[config.mk]
export PLATFORM = sky130hd
export DESIGN_NAME = hcr_top
export DESIGN_NICKNAME = d
export VERILOG_FILES = /design/src/rtl/hcr_pkg.sv /design/src/rtl/hcr_top.sv
export VERILOG_INCLUDE_DIRS = /design/src /design/src/rtl
export SDC_FILE = /design/constraint.sdc
export NUM_CORES = 1
export LEC_CHECK = 0
export ABC_AREA = 1
export BUFFER_PORTS_ARGS = -buffer_cell sky130_fd_sc_hd__buf_2
export CAP_MARGIN = 30
export CORE_MARGIN = 8
export CORE_UTILIZATION = 59
export DETAILED_ROUTE_END_ITERATION = 8
export GPL_ROUTABILITY_DRIVEN = 0
export GPL_TIMING_DRIVEN = 0
export PLACE_DENSITY = 0.91
export REMOVE_ABC_BUFFERS = 1
export SLEW_MARGIN = 30
export SYNTH_ARGS = -nofsm -noshare
export SYNTH_HDL_FRONTEND = slang
export SYNTH_SLANG_ARGS = --single-unit
[constraint.sdc]
create_clock -name core_clk -period 2 [get_ports core_clk]
set_input_delay 0.2 -clock core_clk [delete_from_list [all_inputs] [get_ports core_clk]]
set_output_delay 0.2 -clock core_clk [all_outputs]
set_load 0.01 [all_outputs]
[src/rtl/hcr_regs.svh]
`ifndef HCR_REGS_SVH
`define HCR_REGS_SVH

// ***********************************************************************
// Register offsets
// ***********************************************************************
`define HCR_ADDR_PORT_OFF_SP  8'h0a
`define HCR_ADDR_PORT_OFF_BP  8'h0b
`define HCR_ADDR_HC_CUR_SP    8'h0e
`define HCR_ADDR_HC_CUR_BP    8'h0f
`define HCR_ADDR_PWR_DELAY    8'h10

// ***********************************************************************
// Values and fields
// ***********************************************************************
`define HCR_RST_VAL           8'h00
`define HCR_ZERO_BYTE         8'h00
`define HCR_DEF_HC_CUR        8'h32
`define HCR_DEF_PWR_DELAY     8'h32
`define HCR_PORT_MASK         8'h06

// ***********************************************************************
// Timing
// ***********************************************************************
`define HCR_CLK_PERIOD_NS     50
`define HCR_OPER_DELAY_NS     500000
`define HCR_PWR_UNIT_NS       2000000

`endif

[src/rtl/hcr_pkg.sv]
package hcr_pkg;

   typedef enum logic [2:0] {
      HCR_ST_WAIT  = 3'b001,
      HCR_ST_FETCH = 3'b010,
      HCR_ST_RUN   = 3'b100
   } hcr_state_e;

   typedef enum logic [1:0] {
      HCR_CFG_EEPROM  = 2'b00,
      HCR_CFG_DEFAULT = 2'b01,
      HCR_CFG_STRAP   = 2'b10,
      HCR_CFG_NOSMB   = 2'b11
   } hcr_cfg_e;

endpackage

[src/rtl/hcr_top.sv]
`timescale 1ns/1ps
`include "hcr_regs.svh"

module hcr_top
   import hcr_pkg::*;
#(
   parameter int OPER_CYCLES = (`HCR_OPER_DELAY_NS + `HCR_CLK_PERIOD_NS - 1)
                               / `HCR_CLK_PERIOD_NS,
   parameter int UNIT_CYCLES = `HCR_PWR_UNIT_NS / `HCR_CLK_PERIOD_NS,
   parameter int CNT_W       = 16
) (
   // Clock and reset
   input  wire logic       core_clk,
   input  wire logic       rstn,
   input  wire logic       usb_bus_reset,
   // Configuration select and power source
   input  wire logic [1:0] cfg_mode,
   input  wire logic       self_powered,
   // Configuration register port
   input  wire logic       reg_wr,
   input  wire logic       reg_rd,
   input  wire logic [7:0] reg_addr,
   input  wire logic [7:0] reg_wdata,
   output logic      [7:0] reg_rdata,
   output logic            reg_rvalid,
   // EEPROM loader
   output logic            eeprom_start,
   input  wire logic       eeprom_done,
   // Green LED strap pins
   input  wire logic [1:0] led_in,
   input  wire logic [1:0] led_on,
   output logic      [1:0] led_out,
   output logic      [1:0] led_oe,
   // Port power and transceivers
   input  wire logic       port_power_req,
   output logic            downstream_power_switch,
   output logic            port_power_good,
   output logic      [2:1] port_enable,
   output logic            phy_enable,
   output logic            osc_enable,
   output logic            pll_enable,
   output logic            operational
);

   // ********************************************************************
   // Helpers
   // ********************************************************************
   function automatic logic [7:0] hcr_port_bits(input logic [7:0] v);
      return v & `HCR_PORT_MASK;
   endfunction

   // ********************************************************************
   // State
   // ********************************************************************
   hcr_state_e       state;
   hcr_state_e       next_state;
   hcr_cfg_e         mode;
   logic [CNT_W-1:0] wait_cnt;
   logic [CNT_W-1:0] unit_cnt;
   logic [7:0]       units;
   logic [1:0]       strap;
   logic             strap_done;
   logic [7:0]       port_off_mask_self_powered;
   logic [7:0]       port_off_mask_bus_powered;
   logic [7:0]       hub_ctrl_current_self_powered;
   logic [7:0]       hub_ctrl_current_bus_powered;
   logic [7:0]       port_power_good_delay;

   // ********************************************************************
   // Decode
   // ********************************************************************
   wire logic       hit_off_sp = reg_addr == `HCR_ADDR_PORT_OFF_SP;
   wire logic       hit_off_bp = reg_addr == `HCR_ADDR_PORT_OFF_BP;
   wire logic       hit_cur_sp = reg_addr == `HCR_ADDR_HC_CUR_SP;
   wire logic       hit_cur_bp = reg_addr == `HCR_ADDR_HC_CUR_BP;
   wire logic       hit_delay  = reg_addr == `HCR_ADDR_PWR_DELAY;
   wire logic       hit_any    = hit_off_sp | hit_off_bp | hit_cur_sp |
                                 hit_cur_bp | hit_delay;
   wire logic       wr_ok      = reg_wr & (state != HCR_ST_WAIT);
   wire logic       wait_done  = (state == HCR_ST_WAIT) & osc_enable &
                                 (wait_cnt == CNT_W'(OPER_CYCLES - 1));
   wire logic       load_def   = wait_done & ((mode == HCR_CFG_DEFAULT) |
                                              (mode == HCR_CFG_STRAP));
   wire logic       load_strap = wait_done & (mode == HCR_CFG_STRAP);
   wire logic [7:0] strap_byte = hcr_port_bits({5'h00, strap, 1'b0});
   wire logic [7:0] off_sel    = self_powered ? port_off_mask_self_powered
                                              : port_off_mask_bus_powered;
   wire logic       unit_tick  = unit_cnt == CNT_W'(UNIT_CYCLES - 1);
   wire logic [7:0] rd_mux     =
      hit_off_sp ? port_off_mask_self_powered    :
      hit_off_bp ? port_off_mask_bus_powered     :
      hit_cur_sp ? hub_ctrl_current_self_powered :
      hit_cur_bp ? hub_ctrl_current_bus_powered  :
      hit_delay  ? port_power_good_delay         : `HCR_ZERO_BYTE;

   assign operational = state != HCR_ST_WAIT;
   assign port_enable = operational ? ~off_sel[2:1] : 2'h0;
   assign downstream_power_switch = (state == HCR_ST_RUN) &
                                    port_power_req;
   assign port_power_good = downstream_power_switch &
                            (units >= port_power_good_delay);

   // ********************************************************************
   // Sequencer
   // ********************************************************************
   always_comb begin
      next_state = state;
      unique case (state)
         HCR_ST_WAIT: begin
            if (wait_done) begin
               next_state = (mode == HCR_CFG_EEPROM) ? HCR_ST_FETCH
                                                     : HCR_ST_RUN;
            end
         end
         HCR_ST_FETCH: begin
            if (eeprom_done) begin
               next_state = HCR_ST_RUN;
            end
         end
         HCR_ST_RUN: begin
            next_state = HCR_ST_RUN;
         end
         default: begin
            next_state = HCR_ST_WAIT;
         end
      endcase
   end

   // Clocks restart at the first edge; the delay counts from that same edge
   always_ff @(posedge core_clk or negedge rstn) begin
      if (!rstn) begin
         state      <= HCR_ST_WAIT;
         wait_cnt   <= '0;
         osc_enable <= 1'b0;
         pll_enable <= 1'b0;
         phy_enable <= 1'b0;
      end else begin
         state      <= next_state;
         osc_enable <= 1'b1;
         pll_enable <= 1'b1;
         phy_enable <= 1'b1;
         if (state == HCR_ST_WAIT) begin
            wait_cnt <= wait_cnt + 1'b1;
         end
      end
   end

   always_ff @(posedge core_clk or negedge rstn) begin
      if (!rstn) begin
         eeprom_start <= 1'b0;
      end else begin
         eeprom_start <= wait_done & (mode == HCR_CFG_EEPROM);
      end
   end

   // ********************************************************************
   // Strap capture
   // ********************************************************************
   always_ff @(posedge core_clk or negedge rstn) begin
      if (!rstn) begin
         strap      <= 2'h0;
         mode       <= HCR_CFG_EEPROM;
         strap_done <= 1'b0;
      end else if (!strap_done) begin
         strap      <= led_in;
         mode       <= hcr_cfg_e'(cfg_mode);
         strap_done <= 1'b1;
      end
   end

   // ********************************************************************
   // LED drive
   // ********************************************************************
   always_ff @(posedge core_clk or negedge rstn) begin
      if (!rstn) begin
         led_out <= 2'h0;
         led_oe  <= 2'h0;
      end else begin
         led_out <= led_on ^ strap;
         led_oe  <= {2{strap_done}};
      end
   end

   // ********************************************************************
   // Configuration registers
   // ********************************************************************
   always_ff @(posedge core_clk or negedge rstn) begin
      if (!rstn) begin
         port_off_mask_self_powered    <= `HCR_RST_VAL;
         port_off_mask_bus_powered     <= `HCR_RST_VAL;
         hub_ctrl_current_self_powered <= `HCR_RST_VAL;
         hub_ctrl_current_bus_powered  <= `HCR_RST_VAL;
         port_power_good_delay         <= `HCR_RST_VAL;
      end else if (load_def) begin
         hub_ctrl_current_self_powered <= `HCR_DEF_HC_CUR;
         hub_ctrl_current_bus_powered  <= `HCR_DEF_HC_CUR;
         port_power_good_delay         <= `HCR_DEF_PWR_DELAY;
         port_off_mask_self_powered    <= load_strap ? strap_byte
                                                     : `HCR_RST_VAL;
         port_off_mask_bus_powered     <= load_strap ? strap_byte
                                                     : `HCR_RST_VAL;
      end else if (wr_ok) begin
         // Undefined addresses fall through every test below
         if (hit_off_sp) begin
            port_off_mask_self_powered <= hcr_port_bits(reg_wdata);
         end
         if (hit_off_bp) begin
            port_off_mask_bus_powered <= hcr_port_bits(reg_wdata);
         end
         if (hit_cur_sp) begin
            hub_ctrl_current_self_powered <= reg_wdata;
         end
         if (hit_cur_bp) begin
            hub_ctrl_current_bus_powered <= reg_wdata;
         end
         if (hit_delay) begin
            port_power_good_delay <= reg_wdata;
         end
      end
   end

   always_ff @(posedge core_clk or negedge rstn) begin
      if (!rstn) begin
         reg_rdata  <= `HCR_ZERO_BYTE;
         reg_rvalid <= 1'b0;
      end else begin
         reg_rdata  <= reg_rd ? rd_mux : `HCR_ZERO_BYTE;
         reg_rvalid <= reg_rd;
      end
   end

   // ********************************************************************
   // Port power-good timer
   // ********************************************************************
   // Bus reset drops the timer only; configuration survives it
   always_ff @(posedge core_clk or negedge rstn) begin
      if (!rstn) begin
         unit_cnt <= '0;
         units    <= 8'h00;
      end else if (!downstream_power_switch || usb_bus_reset) begin
         unit_cnt <= '0;
         units    <= 8'h00;
      end else if (unit_tick) begin
         unit_cnt <= '0;
         if (units != 8'hff) begin
            units <= units + 8'h01;
         end
      end else begin
         unit_cnt <= unit_cnt + 1'b1;
      end
   end

   // ********************************************************************
   // Checks
   // ********************************************************************
   logic [CNT_W-1:0] since_rst;

   always_ff @(posedge core_clk or negedge rstn) begin
      if (!rstn) begin
         since_rst <= '0;
      end else if (since_rst != '1) begin
         since_rst <= since_rst + 1'b1;
      end
   end
endmodule

==> qor.txt <==
=================================================================================
Result of the run .................................................. finished with violations
Violations in the final reports .................................... setup timing
Top-area cell type share of the netlist area .......................        0.443
Internal power .....................................................      2.96 mW
Peak clock frequency supported by timing ...........................      489 MHz
Crit path launch ................................................... units[1]$_DFFE_PN0P_
Site row count .....................................................           33
Violation count after the first detailed-routing iteration .........          454
Post-route ant nets ................................................            0
Max incr delay on CP ...............................................       480 ps
Critical Path Sink Type ............................................         flop
Width of the chip ..................................................       108 um
Final Hold Vio Count ...............................................            0
Number of diodes added for antenna fixing ..........................            0
Worst max-slew margin expressed relative to the limit ..............        0.623
Number of vias after detailed routing ..............................         4873
Register share of total power ......................................        0.478
Synthesis Warnings .................................................            0
Pin count of the biggest net entering global routing ...............           65
Global routing usage summed across all routing layers ..............        0.214
Leading area contributor after synthesis ........................... sky130_fd_sc_hd__dfrtp_1
Sum of routed wire length over all layers ..........................     13400 um
Biggest fanout along the worst timing path .........................            9
Final period util ..................................................         1.02
Placed wire-length estimate ........................................      8420 um
Register bit count reported by yosys ...............................           89
Critical Path Slowest Stage Cell ................................... sky130_fd_sc_hd__dfrtp_1
Clock Skew .........................................................      19.5 ps
Proportion of layout cells with a drive suffix above 1 .............        0.194
Inserted Clock Buffers .............................................            9
Initial standard-cell utilization of the core ......................        0.608
Cell repeated most along the worst path ............................ sky130_fd_sc_hd__nand2_1
Total I/O pin count ................................................           52
Data required time of the critical path ............................      2300 ps
Area added between synthesis and finish ............................        18.1%
TritonCTS clock tree ...............................................        built
Number of instances in the synthesized netlist .....................          661
Min-Delay Path Class ............................................... input pin to flop
Hold Path Cell Cnt .................................................            2
Power per unit of standard cell area ...............................  748 nW/um^2
Setup WS pre-CTS ...................................................      -123 ps
Critical Path, Cell by Cell ........................................ buf_4 -> ha_1 -> nand2_1 -> nor2_1 -> nand3_4 -> o21ai_4 -> nand2_1 -> nand2_1
Startpoint of the most critical register-to-register path .......... units[1]$_DFFE_PN0P_
Clk slew on worst S/H paths ........................................       100 ps
Avg Cell Area, Syn .................................................    7.52 um^2
Leading post-synthesis cells by cell area .......................... sky130_fd_sc_hd__dfrtp_1 (44%), sky130_fd_sc_hd__nand2_1 (16%), sky130_fd_sc_hd__inv_1 (7.0%)
Worst Max-Slew Pin Slew ............................................       564 ps
First-pass GRT wire length .........................................     20100 um
Cells on worst reg2reg path ........................................            8
Cell family contributing the most delay on the critical path ....... simple AND/OR/NAND/NOR gates
Combinational Power Share ..........................................        0.197
Clock sinks ........................................................           89
Post-detailed-route DRC marker count ...............................            0
Worst hold margin ..................................................      11.1 ps
PortBufs ...........................................................           51
Initial antenna violation count ....................................            0
Signal arrival time at the worst endpoint ..........................      2350 ps
Net switching fraction of the power ................................        0.325
Post-DR wirelength/cell ............................................      15.8 um
Sum of buffers and inverters on the critical path ..................            1
Summed instance area of the synthesized netlist ....................    4970 um^2
Crit. path cell count ..............................................            8
Net Switching ......................................................      1.42 mW
Die height .........................................................       108 um
Final number of max-transition violations ..........................            0
Type of the worst setup path ....................................... flop to flop
Part of the total power dissipated in the clock network ............        0.326
Overall Power ......................................................      4.39 mW
Number of global-route vias before repair ..........................         4485
Unrepaired setup endpoints after global routing ....................         true
Distinct cell type count after synthesis ...........................           37
Number of nets in the layout .......................................          781
Final setup viols ..................................................            2
Worst ir drop on vdd ...............................................     0.618 mV
Static power due to leakage ........................................      3.06 nW
Share of synthesized area occupied by flip-flops and latches .......        0.448
Core Box Area ......................................................    8180 um^2
Launch point of the worst hold path ................................    led_on[0]
Min cycle time layout ..............................................      2050 ps
Number of optimization iterations in the first detailed-route pass .            5
Max Buffers Root-to-Sink ...........................................            2
Remaining Overflow, GRT ............................................            0
Count of maximum capacitance violations ............................            0
Post-DR vias/cell ..................................................         5.75
Worst Setup Slack, final ...........................................     -45.8 ps
Area of the die ....................................................   11600 um^2
Kind of start point of the critical path ...........................         flop
Root buffer cell ................................................... sky130_fd_sc_hd__clkbuf_8
H-tree level count .................................................            3
Clock latency on the worst-skew pair ...............................       370 ps
=================================================================================
[cell usage in the layout, fill, tap and decap left out, types with 7 or more instances in the layout]
cell type	count
sky130_fd_sc_hd__nand4_1	23
sky130_fd_sc_hd__ha_1	8
sky130_fd_sc_hd__nand3_1	45
sky130_fd_sc_hd__a21oi_1	8
sky130_fd_sc_hd__inv_1	89
sky130_fd_sc_hd__xor2_1	17
sky130_fd_sc_hd__o21ai_0	20
sky130_fd_sc_hd__nand2_2	7
sky130_fd_sc_hd__inv_2	10
sky130_fd_sc_hd__nand2_1	214
sky130_fd_sc_hd__buf_4	21
sky130_fd_sc_hd__dfrtp_1	84
sky130_fd_sc_hd__nor3_1	13
sky130_fd_sc_hd__nor2_1	63
sky130_fd_sc_hd__buf_2	49
sky130_fd_sc_hd__clkbuf_8	9
[worst register-to-register path, delay by kind of cell, from the launching register on]
kind	cells	cell delay, ps
and+or+nand+nor	5	850
DFF	1	480
AOI/OAI and AO/OA	1	310
adders and majority gates	1	190
buffers and inverters	1	160
[final timing paths]
path | end | slack [ps]
max | units[4]$_DFFE_PN0P_ | -50
min | led_out[0]$_DFF_PN0_ | 10
max reg2reg | units[4]$_DFFE_PN0P_ | -50
min reg2reg | hub_ctrl_current_self_powered[3]$_DFFE_PN0P_ | 490
max in group asynchronous | hub_ctrl_current_bus_powered[1]$_DFFE_PN0P_ | 1160
min in group asynchronous | unit_cnt[12]$_DFF_PN0_ | 250
[cell usage after synthesis]
| library cell | n |
|---|---|
| sky130_fd_sc_hd__and2_1 | 1 |
| sky130_fd_sc_hd__dfrtp_1 | 88 |
| sky130_fd_sc_hd__o21ai_4 | 1 |
| sky130_fd_sc_hd__xor2_1 | 17 |
| sky130_fd_sc_hd__dfstp_2 | 1 |
| sky130_fd_sc_hd__nand3_1 | 46 |
| sky130_fd_sc_hd__nor3_1 | 13 |
| sky130_fd_sc_hd__buf_2 | 3 |
| sky130_fd_sc_hd__nand2_4 | 3 |
| sky130_fd_sc_hd__a21oi_2 | 1 |
| sky130_fd_sc_hd__o211ai_1 | 2 |
| sky130_fd_sc_hd__nor2_1 | 65 |
| sky130_fd_sc_hd__a21oi_1 | 10 |
| sky130_fd_sc_hd__nand3_4 | 1 |
| sky130_fd_sc_hd__a31o_2 | 1 |
| sky130_fd_sc_hd__nand2_2 | 6 |
| sky130_fd_sc_hd__nor2_2 | 4 |
| sky130_fd_sc_hd__nor3_4 | 1 |
| sky130_fd_sc_hd__conb_1 | 1 |
| sky130_fd_sc_hd__o21bai_1 | 1 |
| sky130_fd_sc_hd__ha_1 | 13 |
| sky130_fd_sc_hd__inv_1 | 93 |
| sky130_fd_sc_hd__nand4_2 | 1 |
| sky130_fd_sc_hd__buf_6 | 2 |
| sky130_fd_sc_hd__nor2_4 | 1 |
| sky130_fd_sc_hd__nor3b_1 | 3 |
| sky130_fd_sc_hd__o21a_1 | 1 |
| sky130_fd_sc_hd__nand4_1 | 23 |
| sky130_fd_sc_hd__xnor2_1 | 4 |
| sky130_fd_sc_hd__inv_4 | 1 |
| sky130_fd_sc_hd__buf_4 | 4 |
| sky130_fd_sc_hd__or2_2 | 1 |
| sky130_fd_sc_hd__nor3_2 | 2 |
| sky130_fd_sc_hd__nand3_2 | 2 |
| sky130_fd_sc_hd__nand2_1 | 216 |
| sky130_fd_sc_hd__o21ai_0 | 21 |
| sky130_fd_sc_hd__inv_2 | 7 |
[cells by family (layout without fill, tap and decap cells)]
family                   Yosys count  after routing  share of synthesized area
AO/OA/AOI/OAI                     38             38                     0.0441
XOR/XNOR                          21             21                     0.0370
adder cells (fa/ha/maj)           13             13                     0.0327
buffers and inverters            110            192                     0.0904
flip-flops                        89             89                      0.448
other                              1              1                   0.000755
AND/OR/NAND/NOR                  389            389                      0.347
[final cells by class]
type                            count  area, um^2
Inverter                          101         385
Sequential cell                    89        2230
Tap cell                          105         131
Timing Repair Buffer               75         473
Clock buffer                        9         124
Fill cell                         544        2310
Clock inverter                      7         103
Multi-Input combinational cell    462        2420
[routing by layer]
layer / up-vias / routed length, um / global-route usage
met4: 0 / 698 / 0.101
met1: 2233 / 4980 / 0.252
met3: 78 / 1300 / 0.0479
met2: 341 / 6410 / 0.362
li1: 2221 / - / -
met5: - / 0 / 0
[registers in the layout, indices dropped and copies added (netlist names)]
signal	cells
mode	2
eeprom_start	1
unit_cnt	16
led_out	2
reg_rdata	8
state	3
strap	2
hub_ctrl_current_bus_powered	8
reg_rvalid	1
strap_done	1
units	8
wait_cnt	16
port_power_good_delay	8
led_oe	1
hub_ctrl_current_self_powered	8
port_off_mask_bus_powered	2
port_off_mask_self_powered	2
[power groups by stage]
stage          clock network, mW  logic [mW]  registers, mW
6_report                    1.43       0.863           2.10
4_1_cts                     1.42       0.769           2.09
5_1_grt                     1.51       0.962           2.12
3_3_place_gp                   0       0.680           2.11
3_5_place_dp                   0       0.718           2.12
2_1_floorplan                  0       0.464           2.09
[per-stage QoR]
step / utilization / cells / area [um^2] / setup TNS (ps)
final: 0.718 / 848 / 5870 / -64.6
after global routing: 0.718 / 848 / 5870 / -491
after CTS: 0.685 / 827 / 5600 / 0
after detailed placement: 0.651 / 809 / 5320 / -1500
after global placement: 0.647 / 808 / 5290 / -1310
after floorplan: - / 652 / 4900 / 0
[what timing repair did]
item,CTS,global route
hold buffers,2,0
resized for setup,7,23
buffers inserted,0,21
endpoints found under the hold margin,26,0
endpoints found under the setup margin,31,20
pin swaps,0,8
Power figures use the tool's default switching activity.
